## config.mk

```make
export PLATFORM = sky130hd
export DESIGN_NAME = txla_alert_flags
export DESIGN_NICKNAME = d
export VERILOG_FILES = /design/src/include/txla_pkg.sv /design/src/hw/txla_alert_flags.sv
export SDC_FILE = /design/constraint.sdc
export NUM_CORES = 1
export LEC_CHECK = 0
export BUFFER_PORTS_ARGS = -buffer_cell sky130_fd_sc_hd__buf_4
export CAP_MARGIN = 20
export CORE_UTILIZATION = 44
export DETAILED_ROUTE_END_ITERATION = 16
export HOLD_SLACK_MARGIN = 0.1
export PLACE_DENSITY = 0.89
export SETUP_SLACK_MARGIN = 0.2
export SYNTH_ARGS = -nofsm -noshare
export SYNTH_HDL_FRONTEND = slang
export SYNTH_SLANG_ARGS = --single-unit
```

## constraint.sdc

```tcl
create_clock -name mclk -period 1.9 [get_ports mclk]
set_clock_uncertainty 0.1 [all_clocks]
set_input_delay 0.095 -clock mclk [delete_from_list [all_inputs] [get_ports mclk]]
set_output_delay 0.095 -clock mclk [all_outputs]
set_load 0.01 [all_outputs]
```

## src/include/txla_pkg.sv

```systemverilog
// Package with register offsets, bit positions and reset values for the alert flag bank.
// =====================================================================
// Contract
// - Full flag when load equals transmit minus one.
// - Free flag while full condition false; the code sets it when full goes false and holds it until written zero.
// - All-clear flag when load equals transmit pointer.
// - Write zero clears; write one no effect.
// - Receive ready set on framed message end.
// - Receive ready auto-clears when all read.
// - No receive ready for stop on empty.
// - No receive ready for fault-poll packets.
// - Status error on unmasked status bit arrival.
// - Commanded mode uses status-error mask.
// - Sleep/safe mode uses debounce mask, auto-clears.
// - Link corruption flag on corrupted message data.
// - Packet error on link or hardware error.
// - Echo mismatch flag on lockstep checker mismatch.
// - Host-driven flag is NOT(sleep OR safe-watch); the code sets it when that goes true and holds it until written zero.
package txla_pkg;
   // =====================================================================
   // Register map (byte addresses on the Avalon-MM bus).
   localparam logic [7:0] TXLA_OFS_TX_ALERT = 8'h10;   // Transmit alert flags.
   localparam logic [7:0] TXLA_OFS_LINK_ALERT = 8'h14; // Link safety alert byte.
   localparam logic [7:0] TXLA_OFS_STAT_MASK = 8'h18;  // Status-error mask.
   localparam logic [7:0] TXLA_OFS_DBNC_MASK = 8'h1c;  // Debounce mask.
   localparam logic [7:0] TXLA_RESET_BYTE = 8'h00;     // Reset value of all registers.
   localparam logic [31:0] TXLA_UNMAPPED = 32'h00000000; // Read data of unmapped addresses.
   // =====================================================================
   // Bit positions in the transmit alert register.
   localparam int TXLA_B_EMPTY = 0; // All-clear flag.
   localparam int TXLA_B_AVAIL = 1; // Free flag.
   localparam int TXLA_B_FULL = 2;  // Occupied flag.
   // Bit positions in the link safety alert byte.
   localparam int TXLA_B_HWERR = 0;  // Hardware fault flag.
   localparam int TXLA_B_ALIVE = 1;  // Heartbeat counter error flag.
   localparam int TXLA_B_CMDOP = 2;  // Host-driven mode flag.
   localparam int TXLA_B_MSMTCH = 3; // Echo mismatch flag.
   localparam int TXLA_B_PKTERR = 4; // Fault packet error flag.
   localparam int TXLA_B_COMM = 5;   // Link corruption flag.
   localparam int TXLA_B_STAT = 6;   // Fault packet status error flag.
   localparam int TXLA_B_RXRDY = 7;  // Receive message ready flag.
endpackage

```

## src/hw/txla_alert_flags.sv

```systemverilog
// Transmit and link safety alert flag bank with an Avalon-MM slave.
//
// Local design decision: the Avalon-MM register port.
`timescale 1ns/1ps
module txla_alert_flags
#(
   parameter int PTR_W = 3,   // Width of the queue pointers.
   parameter int STAT_W = 8   // Width of the fault packet status vector.
)
(
   input wire logic mclk,                         // System clock, 40 MHz.
   input wire logic reset_n,                      // Asynchronous reset, active low.
   input wire logic [7:0] address,                // Avalon byte address.
   input wire logic read,                         // Avalon read request.
   input wire logic write,                        // Avalon write request.
   input wire logic [31:0] writedata,             // Avalon write data.
   input wire logic [3:0] byteenable,             // Avalon byte enables.
   output logic [31:0] readdata,                  // Avalon read data, registered.
   output logic waitrequest,                      // Avalon wait request.
   input wire logic [PTR_W-1:0] load_queue_pointer, // Queue being loaded.
   input wire logic [PTR_W-1:0] xmit_queue_pointer, // Queue being transmitted.
   input wire logic rx_frame_end,                 // Pulse: message end (stop, preamble, timeout).
   input wire logic rx_buffer_empty,              // Receive buffer holds no unread data.
   input wire logic rx_from_fault_poll,           // Current message came from a fault_poll_packet.
   input wire logic rx_all_read,                  // Pulse: host has read all unread messages.
   input wire logic status_arrive,                // Pulse: status bits arrive in packet buffer.
   input wire logic [STAT_W-1:0] status_bits,     // Received fault packet status bits.
   input wire logic status_debounced,             // Pulse: pending status debounced.
   input wire logic link_corrupt_evt,             // Pulse: corrupted, inserted or omitted data.
   input wire logic fault_packet_link_error,      // Pulse: fault packet link error.
   input wire logic fault_packet_hardware_error,  // Pulse: fault packet hardware error.
   input wire logic lockstep_checker_mismatch,    // Pulse: echo differs from sent data.
   input wire logic sleep_enable,                 // Sleep mode entered.
   input wire logic safe_watch_entered_flag,      // Safe monitoring mode entered.
   input wire logic heartbeat_err_evt,            // Pulse: heartbeat counter error.
   input wire logic hw_fault_evt,                 // Pulse: hardware fault.
   output logic [7:0] transmit_alert_flags,       // Transmit alert register, registered.
   output logic [7:0] link_safety_alert_byte      // Link safety alert byte, registered.
);
   import txla_pkg::*;

   // =====================================================================
   // Bus decode.
   // Every transfer takes two cycles. In the first cycle the request is taken and
   // waitrequest stands high, and the read data are captured at the edge that ends it. In
   // the second cycle waitrequest is low. A write lands at the edge that ends the second
   // cycle, so the master must hold address, direction and data until that edge.
   // Only byte lane zero carries register data; the upper lanes read as zero.
   logic [7:0] tx_ff;                 // Transmit alert flags.
   logic [7:0] lk_ff;                 // Link safety alert flags.
   logic [STAT_W-1:0] smask_ff;       // Status-error mask, 1 masks a bit.
   logic [STAT_W-1:0] dmask_ff;       // Debounce mask, 1 masks a bit.
   logic [31:0] readdata_ff;          // Registered read data.
   logic ack_ff;                      // One-cycle answer phase.
   logic [31:0] nxt_readdata;         // Next read data.
   wire req = (read | write) & ~ack_ff;   // New request awaiting answer.
   wire wr_go = write & ack_ff;           // Write takes effect at the answer edge.
   wire lane0 = byteenable[0];            // Only the low byte lane holds data.
   wire wr_tx = wr_go & lane0 & (address == TXLA_OFS_TX_ALERT);
   wire wr_lk = wr_go & lane0 & (address == TXLA_OFS_LINK_ALERT);
   wire wr_sm = wr_go & lane0 & (address == TXLA_OFS_STAT_MASK);
   wire wr_dm = wr_go & lane0 & (address == TXLA_OFS_DBNC_MASK);
   wire [7:0] wbyte = writedata[7:0];     // Write byte; zeros clear flags.

   // Zero-extends a byte into a bus word.
   function automatic logic [31:0] widen(input logic [7:0] b);
      widen = {24'h000000, b};
   endfunction

   // Read multiplexer.
   always_comb
   begin
      case (address)
         TXLA_OFS_TX_ALERT: nxt_readdata = widen(tx_ff);
         TXLA_OFS_LINK_ALERT: nxt_readdata = widen(lk_ff);
         TXLA_OFS_STAT_MASK: nxt_readdata = widen(8'(smask_ff));
         TXLA_OFS_DBNC_MASK: nxt_readdata = widen(8'(dmask_ff));
         default: nxt_readdata = TXLA_UNMAPPED;
      endcase
   end

   assign waitrequest = (read | write) & ~ack_ff;
   assign readdata = readdata_ff;
   assign transmit_alert_flags = tx_ff;
   assign link_safety_alert_byte = lk_ff;

   // Answer phase: one wait cycle, then the request completes.
   always_ff @(posedge mclk or negedge reset_n)
   begin
      if (!reset_n)
      begin
         ack_ff <= 1'b0;
         readdata_ff <= TXLA_UNMAPPED;
      end
      else
      begin
         ack_ff <= req;
         if (req && read)
         begin
            readdata_ff <= nxt_readdata;
         end
      end
   end

   // =====================================================================
   // Transmit queue conditions.
   // The pointers wrap, so the queue before the transmit queue is found by a subtraction
   // cut back to the pointer width. Full and free are exact opposites of each other,
   // while all-clear is a separate compare of the two pointers.
   wire [PTR_W-1:0] tx_minus1 = PTR_W'(xmit_queue_pointer - 1'b1);
   wire full_c = (load_queue_pointer == tx_minus1);
   wire avail_c = ~full_c;
   wire empty_c = (load_queue_pointer == xmit_queue_pointer);

   // Sticky flag update: a set wins over a write-zero clear.
   function automatic logic flag(input logic cur, input logic set, input logic clr);
      flag = set | (cur & ~clr);
   endfunction

   // Mask selection by operating mode.
   // In host-driven mode the status-error mask applies; in sleep or safe watch the
   // debounce mask applies instead, and a debounced status clears the error by itself.
   wire cmd_mode = ~(sleep_enable | safe_watch_entered_flag);
   wire [STAT_W-1:0] use_mask = cmd_mode ? smask_ff : dmask_ff;
   wire stat_set = status_arrive & (|(status_bits & ~use_mask));
   wire stat_auto = ~cmd_mode & status_debounced;
   wire rx_set = rx_frame_end & ~rx_buffer_empty & ~rx_from_fault_poll;
   wire pkt_set = fault_packet_link_error | fault_packet_hardware_error;
   wire [7:0] tx_clr = wr_tx ? ~wbyte : 8'h00;
   wire [7:0] lk_clr = wr_lk ? ~wbyte : 8'h00;
   // =====================================================================
   // Condition edge detection.
   // The queue conditions and the host-driven mode are levels, yet their flags are event
   // driven: a flag sets only in the cycle in which its condition becomes true. This keeps
   // a write of zero effective while the condition persists; a level set would set the
   // flag again at the very next edge and software could never acknowledge it.
   // The previous-value registers reset to zero, so a condition that already holds when
   // reset is released counts as a fresh event and its flag sets one edge later.
   logic full_prev_ff;    // Full condition in the previous cycle.
   logic avail_prev_ff;   // Free condition in the previous cycle.
   logic empty_prev_ff;   // All-clear condition in the previous cycle.
   logic cmd_prev_ff;     // Host-driven mode in the previous cycle.
   wire full_rise = full_c & ~full_prev_ff;
   wire avail_rise = avail_c & ~avail_prev_ff;
   wire empty_rise = empty_c & ~empty_prev_ff;
   wire cmd_rise = cmd_mode & ~cmd_prev_ff;

   // Remembers each condition for one cycle so that its rise can be seen.
   always_ff @(posedge mclk or negedge reset_n)
   begin
      if (!reset_n)
      begin
         full_prev_ff <= 1'b0;
         avail_prev_ff <= 1'b0;
         empty_prev_ff <= 1'b0;
         cmd_prev_ff <= 1'b0;
      end
      else
      begin
         full_prev_ff <= full_c;
         avail_prev_ff <= avail_c;
         empty_prev_ff <= empty_c;
         cmd_prev_ff <= cmd_mode;
      end
   end

   logic [7:0] nxt_tx;   // Next transmit flags.
   logic [7:0] nxt_lk;   // Next link flags.

   // Next flag values; unused transmit bits read as zero.
   // Each flag sets on its event and holds until a write of zero or an automatic clear.
   // When an event and a clear fall in one cycle the event wins, so no event is lost.
   always_comb
   begin
      nxt_tx = TXLA_RESET_BYTE;
      nxt_lk = TXLA_RESET_BYTE;
      nxt_tx[TXLA_B_FULL] = flag(tx_ff[TXLA_B_FULL], full_rise, tx_clr[TXLA_B_FULL]);
      nxt_tx[TXLA_B_AVAIL] = flag(tx_ff[TXLA_B_AVAIL], avail_rise, tx_clr[TXLA_B_AVAIL]);
      nxt_tx[TXLA_B_EMPTY] = flag(tx_ff[TXLA_B_EMPTY], empty_rise, tx_clr[TXLA_B_EMPTY]);
      nxt_lk[TXLA_B_RXRDY] = flag(lk_ff[TXLA_B_RXRDY], rx_set,
                                  lk_clr[TXLA_B_RXRDY] | rx_all_read);
      nxt_lk[TXLA_B_STAT] = flag(lk_ff[TXLA_B_STAT], stat_set,
                                 lk_clr[TXLA_B_STAT] | stat_auto);
      nxt_lk[TXLA_B_COMM] = flag(lk_ff[TXLA_B_COMM], link_corrupt_evt, lk_clr[TXLA_B_COMM]);
      nxt_lk[TXLA_B_PKTERR] = flag(lk_ff[TXLA_B_PKTERR], pkt_set, lk_clr[TXLA_B_PKTERR]);
      nxt_lk[TXLA_B_MSMTCH] = flag(lk_ff[TXLA_B_MSMTCH], lockstep_checker_mismatch,
                                   lk_clr[TXLA_B_MSMTCH]);
      nxt_lk[TXLA_B_CMDOP] = flag(lk_ff[TXLA_B_CMDOP], cmd_rise, lk_clr[TXLA_B_CMDOP]);
      nxt_lk[TXLA_B_ALIVE] = flag(lk_ff[TXLA_B_ALIVE], heartbeat_err_evt, lk_clr[TXLA_B_ALIVE]);
      nxt_lk[TXLA_B_HWERR] = flag(lk_ff[TXLA_B_HWERR], hw_fault_evt, lk_clr[TXLA_B_HWERR]);
   end

   // Flag and mask registers.
   // The masks are plain read-write registers; a one in a mask bit hides that status bit.
   always_ff @(posedge mclk or negedge reset_n)
   begin
      if (!reset_n)
      begin
         tx_ff <= TXLA_RESET_BYTE;
         lk_ff <= TXLA_RESET_BYTE;
         smask_ff <= '0;
         dmask_ff <= '0;
      end
      else
      begin
         tx_ff <= nxt_tx;
         lk_ff <= nxt_lk;
         if (wr_sm)
         begin
            smask_ff <= wbyte[STAT_W-1:0];
         end
         if (wr_dm)
         begin
            dmask_ff <= wbyte[STAT_W-1:0];
         end
      end
   end
endmodule

```

==> results of run 1 <==
## per-layer routing
metal	routed length (microns)	part of all wire, %	track usage (%)
met5	0	0	0
met2	2743	51	39.58
met1	2237	42	27.67
met3	289	5.4	4.641
met4	96	1.8	9.111
## power by group through the flow
stage | sequential [mW] | clock, mW | combinational, mW
5_1_grt | 0.885 | 0.756 | 0.345
6_report | 0.882 | 0.713 | 0.314
2_1_floorplan | 0.898 | 0 | 0.147
4_1_cts | 0.881 | 0.721 | 0.304
3_5_place_dp | 0.898 | 0 | 0.239
3_3_place_gp | 0.897 | 0 | 0.234
## area by class of cell
type / count / area share (%)
sequential: 40 / 31.51
multi-input combinational: 137 / 31.35
timing repair buffer: 115 / 30.76
clock buffer: 5 / 2.166
tap: 52 / 2.048
clock inverter: 3 / 1.457
inverter: 6 / 0.7089
## synthesized netlist by cell type (4+ instances only)
| master | instances | area (sq um) |
|---|---|---|
| buf_4 | 29 | 217.7 |
| xor2_1 | 4 | 35.03 |
| o21ai_0 | 16 | 80.08 |
| o21ai_1 | 5 | 25.02 |
| inv_1 | 6 | 22.52 |
| nand2b_1 | 5 | 31.28 |
| dfrtp_1 | 40 | 1001 |
| nand2_1 | 13 | 48.80 |
| mux2_2 | 21 | 236.5 |
| mux2i_1 | 8 | 80.08 |
| a22oi_1 | 9 | 67.56 |
| nor2_1 | 5 | 18.77 |
## per-stage QoR
stage	total power, mW	instance area [sq um]	utilization, %	TNS (ns)
floorplan	1.045	2223	-	0
global placement	1.131	2610	57.94	-2.343
detailed placement	1.138	2610	57.94	-3.506
CTS	1.906	3143	69.78	0
global route	1.986	3177	70.53	0
finish	1.910	3177	70.53	0
## sequential cells by signal, indices dropped and copies added (netlist names)
register and cells:
full_prev_ff 1, dmask_ff 8, readdata 8, smask_ff 8
link_safety_alert_byte 8, empty_prev_ff 1, transmit_alert_flags 3, ack_ff 1
cmd_prev_ff 1, avail_prev_ff 1
## worst max-delay path by stage
stage          startpoint                                  end  slack (ns)  cells past startpoint
6_report       address[5]  link_safety_alert_byte[1]$_DFF_PN0_         0.1                      8
5_1_grt        address[5]  link_safety_alert_byte[1]$_DFF_PN0_        0.02                      8
4_1_cts        address[7]              smask_ff[0]$_DFFE_PN0P_        0.16                      7
3_5_place_dp   address[5]              smask_ff[3]$_DFFE_PN0P_       -0.23                      6
3_3_place_gp   address[5]              smask_ff[0]$_DFFE_PN0P_       -0.15                      6
2_1_floorplan  address[5]              smask_ff[0]$_DFFE_PN0P_        0.10                      5
## cell families after synthesis
family / count (synthesis) / synth area share (%)
XOR/XNOR: 5 / 2.067
AND/OR/NAND/NOR: 37 / 10.34
buffers and inverters: 39 / 12.11
multiplexers: 32 / 18.13
flip-flops: 40 / 47.25
adder cells (fa/ha/maj): 1 / 0.5906
other: 1 / 0.1770
AO/OA/AOI/OAI: 33 / 9.333
## worst max-delay path: stages
cell and delay, ns:
buf_6 0.09, or4b_4 0.55, nor4_4 0.34, buf_4 0.18, nand3b_1 0.15, buf_4 0.18, o21ai_0 0.22, nand2b_1 0.09
## timing repair
item | 4_1_cts | 5_1_grt
hold buffers | 36 | 0
setup buffers | 3 | 2
setup endpoints to repair | 16 | 25
endpoints found under the hold margin | 72 | 0
resized for setup | 5 | 9
==> key figures, run 1 <==
Status
  – Status: finished, violations left
  – Failing checks: DRC

Setup path
  – R2r endpoint: link_safety_alert_byte[1]$_DFF_PN0_
  – Worst path required time: 1.98 ns
  – Worst Reg2Reg Path Length in Cells: 7
  – Arrival time worst endpoint: 1.89 ns
  – Startpoint class of the critical path: input port
  – Reg-to-reg startpoint: ack_ff$_DFF_PN0_
  – CP endpoint kind: flip-flop
  – Crit path kind: input port to flip-flop
  – R2r setup slk: 0.14 ns
  – Crit-path max FO: 4

Drt
  – DR iter-0 viols: 58
  – 1st-pass router iterations: 11
  – WL/cell: 14.99 microns
  – Drt drc: 10
  – Wirelength, routed: 5367 microns
  – Via Count: 1790
  – Final antenna-violating net count: 0
  – Vias per inst: 5.000

Pwr
  – Clock Power Share: 37.3%
  – Power Internal: 1.438 mW
  – Leakage power: 1.525 nW
  – Reg power frac: 46.2%
  – Sw Ratio: 24.68%
  – VDD IR max: 608.3 uV
  – Pwr dens: 601.1 mW/mm^2
  – Combinational fraction of design power: 16.5%
  – NetSw: 0.4714 mW

Floorplan
  – Starting density of the core: 47.03%
  – Die H: 71.39 microns
  – FP Rows: 24
  – Die area: 0.005096 sq mm
  – Number of I/O pins: 125
  – Core Box Area: 0.004504 sq mm
  – Die Wd: 71.39 microns

Synthesis
  – Synth async-reset ratio: 100.0%
  – Synthesized area per cell: 11.27 sq um
  – Post-synthesis sequential area ratio: 47.25%
  – Synth Flop Type: dfrtp_1
  – Synthesis Warnings: 0
  – EDFF count, synth: 0
  – Yosys reg bits: 40
  – Mapped cell area: 0.002118 sq mm
  – Synth Instances: 188
  – Unique masters post-synth: 33

Worst hold path
  – Worst Hold Class: input port to flip-flop
  – Hold path depth: 4
  – Hold Startpoint: load_queue_pointer[0]
  – Worst Hold End: full_prev_ff$_DFF_PN0_

Cells and area
  – Final std cells w/o fill: 358
  – Sequential cell area: 0.001001 sq mm
  – Fillers: 323
  – Share of cells above drive strength 1: 39.22%
  – Nets: 382
  – Diodes inserted: 0
  – Commonest non-fill, non-tap cell in the layout: buf_4
  – Area grow syn2layout: 49.97%
  – Commonest cells after routing, fill and taps aside: buf_4 (75), dfrtp_1 (40), dlygate4sd3_1 (36), conb_1 (29), mux2_2 (19)
  – Multi-input logic area: 996.0 sq um

CTS
  – H-tree levels: 2
  – Clock Path Buffers: 2
  – Worst skew pair latency: 0.30 ns
  – Clock Sinks: 40
  – CTS buffer count: 5
  – Root buf cell: clkbuf_8
  – Clock Pin Slew Worst Setup and Hold Paths: 0.08 ns
  – CTS tree: yes

Placement
  – Count of input and output buffers: 68
  – Pre-CTS setup slack: -0.2286 ns
  – GP Congestion: 0.7506
  – Number of cells in the design after placement: 309
  – Detailed placer's ending HPWL: 3455 microns

Global routing
  – GRT Overall Usage: 22.73%
  – Initial antenna violation count: 0
  – Vias in the first global route: 1825
  – Largest net degree at the start of global routing: 41
  – Global-route wire length before repair: 8700 microns
  – Total grt overflow: 0

Timing
  – Hold Slack: 0.1248 ns
  – Setup WS post-layout: 0.09624 ns
  – Hold Vio Cnt, Final: 0
  – Crit share post-route: 94.93%
  – Final critical-path required period: 1.804 ns
  – Final Slew Violations: 0
  – Final setup viols: 0
  – Max frequency: 0.5544 GHz
  – RSZ-0062 raised after global routing: true

Run
  – Max cap viols: 0
No activity file was read; power rests on OpenSTA's default activity.
==> inputs of run 2 (changes only) <==
REMOVE_ABC_BUFFERS = 1   (was default)
==> run 2 against run 1 <==
The flow still finishes with violations (DRC). Clock power down 19%. Critical endpoint is now smask_ff[5]$_DFFE_PN0P_. Largest power group unchanged. Sequential cell count unchanged. Total power fell by 7.4%.
==> key figures, run 2 (synthesis results as in run 1) <==
Worst hold path
  – Worst Hold Class: input port to flip-flop
  – Hold path depth: 3
  – Hold Startpoint: load_queue_pointer[0]

Drt
  – Via Count: 1756
  – Final antenna-violating net count: 0
  – Wirelength, routed: 5037 microns
  – 1st-pass router iterations: 10
  – Vias per inst: 4.989
  – DR iter-0 viols: 102
  – WL/cell: 14.31 microns
  – Drt drc: 11

Timing
  – Final setup viols: 0
  – Crit share post-route: 90.97%
  – Setup TNS: 0 ns
  – Final Slew Violations: 0
  – Final critical-path required period: 1.728 ns
  – Max frequency: 0.5786 GHz
  – Hold Vio Cnt, Final: 0
  – RSZ-0062 raised after global routing: true
  – Hold Slack: 0.09697 ns

CTS
  – Clock Path Buffers: 2
  – CTS tree: yes
  – Worst skew pair latency: 0.30 ns
  – H-tree levels: 2
  – Clock Sinks: 40
  – Root buf cell: clkbuf_8
  – Clock Pin Slew Worst Setup and Hold Paths: 0.07 ns
  – CTS buffer count: 5

Cells and area
  – Nets: 376
  – Fillers: 335
  – Share of cells above drive strength 1: 37.00%
  – Commonest cells after routing, fill and taps aside: buf_4 (70), dfrtp_1 (40), dlygate4sd3_1 (35), conb_1 (29)
  – Area grow syn2layout: 47.19%
  – Commonest non-fill, non-tap cell in the layout: buf_4
  – Final std cells w/o fill: 352
  – Diodes inserted: 0

Global routing
  – GRT Overall Usage: 21.37%
  – Initial antenna violation count: 0
  – Vias in the first global route: 1724
  – Largest net degree at the start of global routing: 41
  – Global-route wire length before repair: 8300 microns
  – Total grt overflow: 0

Run
  – Max cap viols: 0

Setup path
  – CP max-delay cell: or4b_4
  – CP peak stage delay: 0.54 ns
  – R2r setup slk: 0.19 ns
  – CP Buf/Inv Count: 2
  – Startpoint class of the critical path: input port
  – CP endpoint kind: flip-flop
  – CP delay by family, top: simple AND/OR/NAND/NOR gates
  – Worst path depth: 7
  – Worst setup path start: address[6]
  – Reg-to-reg startpoint: ack_ff$_DFF_PN0_
  – Worst Reg2Reg Path Length in Cells: 6
  – Worst path cell trace: buf_6, or4b_4, nor4_4, nand2_1, nor2_4, buf_12, mux2_4
  – R2r endpoint: smask_ff[5]$_DFFE_PN0P_
  – Arrival time worst endpoint: 1.81 ns
  – Critical path endpoint: smask_ff[5]$_DFFE_PN0P_
  – Crit path kind: input port to flip-flop
  – Crit-path max FO: 8
  – Worst path required time: 1.98 ns

Pwr
  – Pwr dens: 567.1 mW/mm^2
  – VDD IR max: 394.4 uV
  – Leakage power: 1.489 nW

Status
  – Status: finished, violations left
  – Failing checks: DRC

Placement
  – Count of input and output buffers: 68
  – Number of cells in the design after placement: 307
  – Detailed placer's ending HPWL: 3377 microns
  – GP Congestion: 0.8245

Floorplan
  – Number of I/O pins: 125
  – Starting density of the core: 47.03%
  – Core Box Area: 0.004504 sq mm
  – FP Rows: 24
  – Die area: 0.005096 sq mm
  – Die Wd: 71.39 microns
  – Die H: 71.39 microns
==> run 2: final cells by class <==
cell class | instances | area [sq um] | area share [%]
Tap cell | 52 | 65.06 | 2.087
Sequential cell | 40 | 1001 | 32.10
Timing Repair Buffer | 109 | 929.6 | 29.82
Clock buffer | 8 | 90.09 | 2.889
Multi-Input combinational cell | 137 | 1010 | 32.38
Inverter | 6 | 22.52 | 0.7223
==> run 2: metal layers <==
layer  routed length (microns)  vias up  global-route usage [%]
met5                         0        -                       0
met3                       302        5                   5.767
met2                      2495       68                   35.87
li1                          -      825                       -
met4                        55        0                   4.667
met1                      2183      858                   27.91
==> run 2: tightest hold or removal path, delay by kind of cell <==
family	cells	cell delay, ns
simple gates	1	0.17
xor+xnor	1	0.09
buf+inv	1	0.08
==> run 2: power by group <==
part / internal (mW) / total (mW) / switching [mW]
Combinational: 0.167 / 0.307 / 0.140
Sequential: 0.871 / 0.883 / 0.0121
Clock: 0.296 / 0.579 / 0.283
==> run 2: what timing repair did <==
item / in CTS / in global routing
hold endpoints to repair: 72 / 0
pin swaps: 4 / 2
hold buffers: 35 / 0
gates resized for setup: 12 / 9
buffers inserted: 2 / 0
setup endpoints to repair: 11 / 34
==> run 2: through the flow <==
stage	setup slack [ns]	utilization, %	power [mW]	cell area (sq um)
global placement	-0.1228	57.61	1.131	2595
global route	0.1149	69.22	1.841	3118
floorplan	0.1049	-	0.9927	1989
CTS	0.1297	68.92	1.774	3104
finish	0.1715	69.22	1.768	3118
detailed placement	-0.1940	57.61	1.137	2595
==> run 2: worst min-delay path by stage <==
stage                               to  slack, ns
3_3_place_gp   readdata[7]$_DFFE_PN0P_      -0.01
4_1_cts        empty_prev_ff$_DFF_PN0_       0.10
5_1_grt        empty_prev_ff$_DFF_PN0_       0.13
6_report       empty_prev_ff$_DFF_PN0_        0.1
3_5_place_dp   readdata[3]$_DFFE_PN0P_     -0.004
2_1_floorplan         ack_ff$_DFF_PN0_      -0.30
==> inputs of run 3 (changes only) <==
CELL_PAD_IN_SITES_DETAIL_PLACEMENT = 1   (was default)
CELL_PAD_IN_SITES_GLOBAL_PLACEMENT = 1   (was default)
CORE_UTILIZATION = 32   (was 44)
==> run 3 against run 2 <==
The flow now finishes without violations. Total power rose by 0.39%. Cell count grew 7.1%. Count of clock-buffer cells in the layout stayed put. Sequential share of layout area down 0.54 points. Register-to-register slack gained 0.05 ns. Sequential power is essentially flat. Critical path type unchanged.
==> key figures, run 3 (synthesis results as in run 1) <==
Status
  – Status: completed

Timing
  – Hold Vio Cnt, Final: 0
  – Slew margin rel.: 66.00%
  – Final critical-path required period: 1.713 ns
  – Final setup viols: 0
  – Setup TNS: 0 ns
  – Final Slew Violations: 0
  – Pin slew with the least headroom to its limit: 0.5099 ns
  – Max frequency: 0.5838 GHz
  – Crit share post-route: 90.16%
  – RSZ-0062 raised after global routing: true

Pwr
  – Power Internal: 1.338 mW
  – Pwr dens: 559.7 mW/mm^2
  – Total chip power: 1.775 mW
  – Reg power frac: 49.8%
  – VDD IR max: 330.9 uV
  – Sw Ratio: 24.62%
  – Leakage power: 1.499 nW
  – NetSw: 0.4370 mW
  – Clock Power Share: 32.1%
  – Combinational fraction of design power: 18.1%

Drt
  – 1st-pass router iterations: 3
  – Vias per inst: 4.775
  – Wirelength, routed: 6004 microns
  – Final antenna-violating net count: 0
  – Drt drc: 0
  – Via Count: 1800
  – DR iter-0 viols: 36
  – WL/cell: 15.93 microns

Floorplan
  – Die H: 83.36 microns
  – Starting density of the core: 33.17%
  – FP Rows: 29
  – Die area: 0.006949 sq mm
  – Die Wd: 83.36 microns
  – Core Box Area: 0.006386 sq mm
  – Number of I/O pins: 125

Setup path
  – CP Buf/Inv Count: 1
  – Arrival time worst endpoint: 1.78 ns
  – Worst path required time: 1.97 ns
  – Startpoint class of the critical path: input port
  – CP endpoint kind: flip-flop
  – CP delay by family, top: simple AND/OR/NAND/NOR gates
  – CP max-delay cell: or4b_4
  – Worst path cell trace: buf_6, or4b_4, nor4_4, or3b_4, o21ai_1, o21ai_1
  – CP peak stage delay: 0.54 ns
  – Crit path kind: input port to flip-flop
  – Crit-path max FO: 3
  – R2r setup slk: 0.24 ns
  – Most used cell, CP: o21ai_1

Cells and area
  – Commonest cells after routing, fill and taps aside: buf_4 (68), dfrtp_1 (40), dlygate4sd3_1 (35), conb_1 (29), mux2_2 (13)
  – Final std cells w/o fill: 377
  – Sequential cell area: 0.001001 sq mm
  – Share of cells above drive strength 1: 38.33%
  – Fillers: 694
  – Commonest non-fill, non-tap cell in the layout: buf_4
  – Multi-input logic area: 0.001025 sq mm
  – Util after Layout: 49.67%
  – Fin area: 0.003172 sq mm
  – Diodes inserted: 0
  – Area grow syn2layout: 49.73%
  – Nets: 376

CTS
  – Clock Pin Slew Worst Setup and Hold Paths: 0.07 ns
  – Clock Sinks: 40
  – Clock Path Buffers: 2
  – CTS buffer count: 5
  – Worst skew pair latency: 0.29 ns
  – Root buf cell: clkbuf_8
  – CTS tree: yes
  – H-tree levels: 2

Worst hold path
  – Worst Hold Class: input port to flip-flop

Global routing
  – Vias in the first global route: 1942
  – GRT Overall Usage: 18.16%
  – Global-route wire length before repair: 9770 microns
  – Largest net degree at the start of global routing: 41
  – Initial antenna violation count: 0
  – Total grt overflow: 0

Placement
  – Count of input and output buffers: 68
  – Post-Place Cell Area: 0.002626 sq mm
  – GP Congestion: 0.8030
  – Number of cells in the design after placement: 332
  – Detailed placer's ending HPWL: 4012 microns

Run
  – Max cap viols: 0
[run 3: cell count changes in the layout (fill, tap and decap cells not counted)]
cell,delta
nand2_1,-1
nand3_2,+1
nand2_2,+1
o21ai_2,+2
o21ai_1,-3
buf_4,-2
o21ai_0,+1
buf_6,+2
nand3_1,-1
[run 3: power groups by stage]
stage | Combinational [mW] | Sequential, mW | Clock, mW
2_1_floorplan | 0.0947 | 0.898 | 0
3_3_place_gp | 0.241 | 0.897 | 0
3_5_place_dp | 0.248 | 0.899 | 0
4_1_cts | 0.312 | 0.882 | 0.594
5_1_grt | 0.349 | 0.885 | 0.625
6_report | 0.321 | 0.884 | 0.570
[run 3: what timing repair did]
action	in CTS	in global routing
gates resized for setup	10	16
setup buffers	2	0
hold endpoints to repair	71	0
hold buffers	35	0
setup endpoints to repair	9	27
pin swaps	4	4
gates cloned	0	0
[run 3: layer usage]
layer	wire (microns)	up-vias	part of all wire, %	global-route usage, %
li1	-	820	-	-
met1	2497	902	42	21.35
met2	3148	67	52	32.27
met3	265	11	4.4	4.175
met4	92	0	1.5	6.426
met5	0	-	0	0
[run 3: path summary, 6_finish.rpt]
path,from,to,cells past startpoint
worst max register to register,ack_ff$_DFF_PN0_,transmit_alert_flags[1]$_DFF_PN0_,5
worst min-delay path,status_bits[2],link_safety_alert_byte[6]$_DFF_PN0_,4
worst max-delay path,address[5],transmit_alert_flags[1]$_DFF_PN0_,6
worst min register to register,cmd_prev_ff$_DFF_PN0_,link_safety_alert_byte[2]$_DFF_PN0_,1
max in group asynchronous,reset_n,smask_ff[0]$_DFFE_PN0P_,2
min in group asynchronous,reset_n,readdata[3]$_DFFE_PN0P_,2
[run 3: layout make-up]
type                            instances  area share [%]
Multi-Input combinational cell        137           32.31
Sequential cell                        40           31.56
Inverter                                6          0.7101
Timing Repair Buffer                  109           29.55
Tap cell                               77           3.037
Clock buffer                            8           2.840
[run 3: stage by stage]
step	worst slack (ns)	hold WS, ns
final	0.1870	0.1238
after floorplan	0.1049	-0.3006
after CTS	0.1737	0.1024
after detailed placement	-0.1793	0.006357
after global routing	0.1405	0.1534
after global placement	-0.1311	-0.0008975
[run 3: tightest hold or removal path, delay by kind of cell]
family	cells	cell delay, ns
simple gates	1	0.10
compound gates	2	0.19
buf+inv	1	0.09
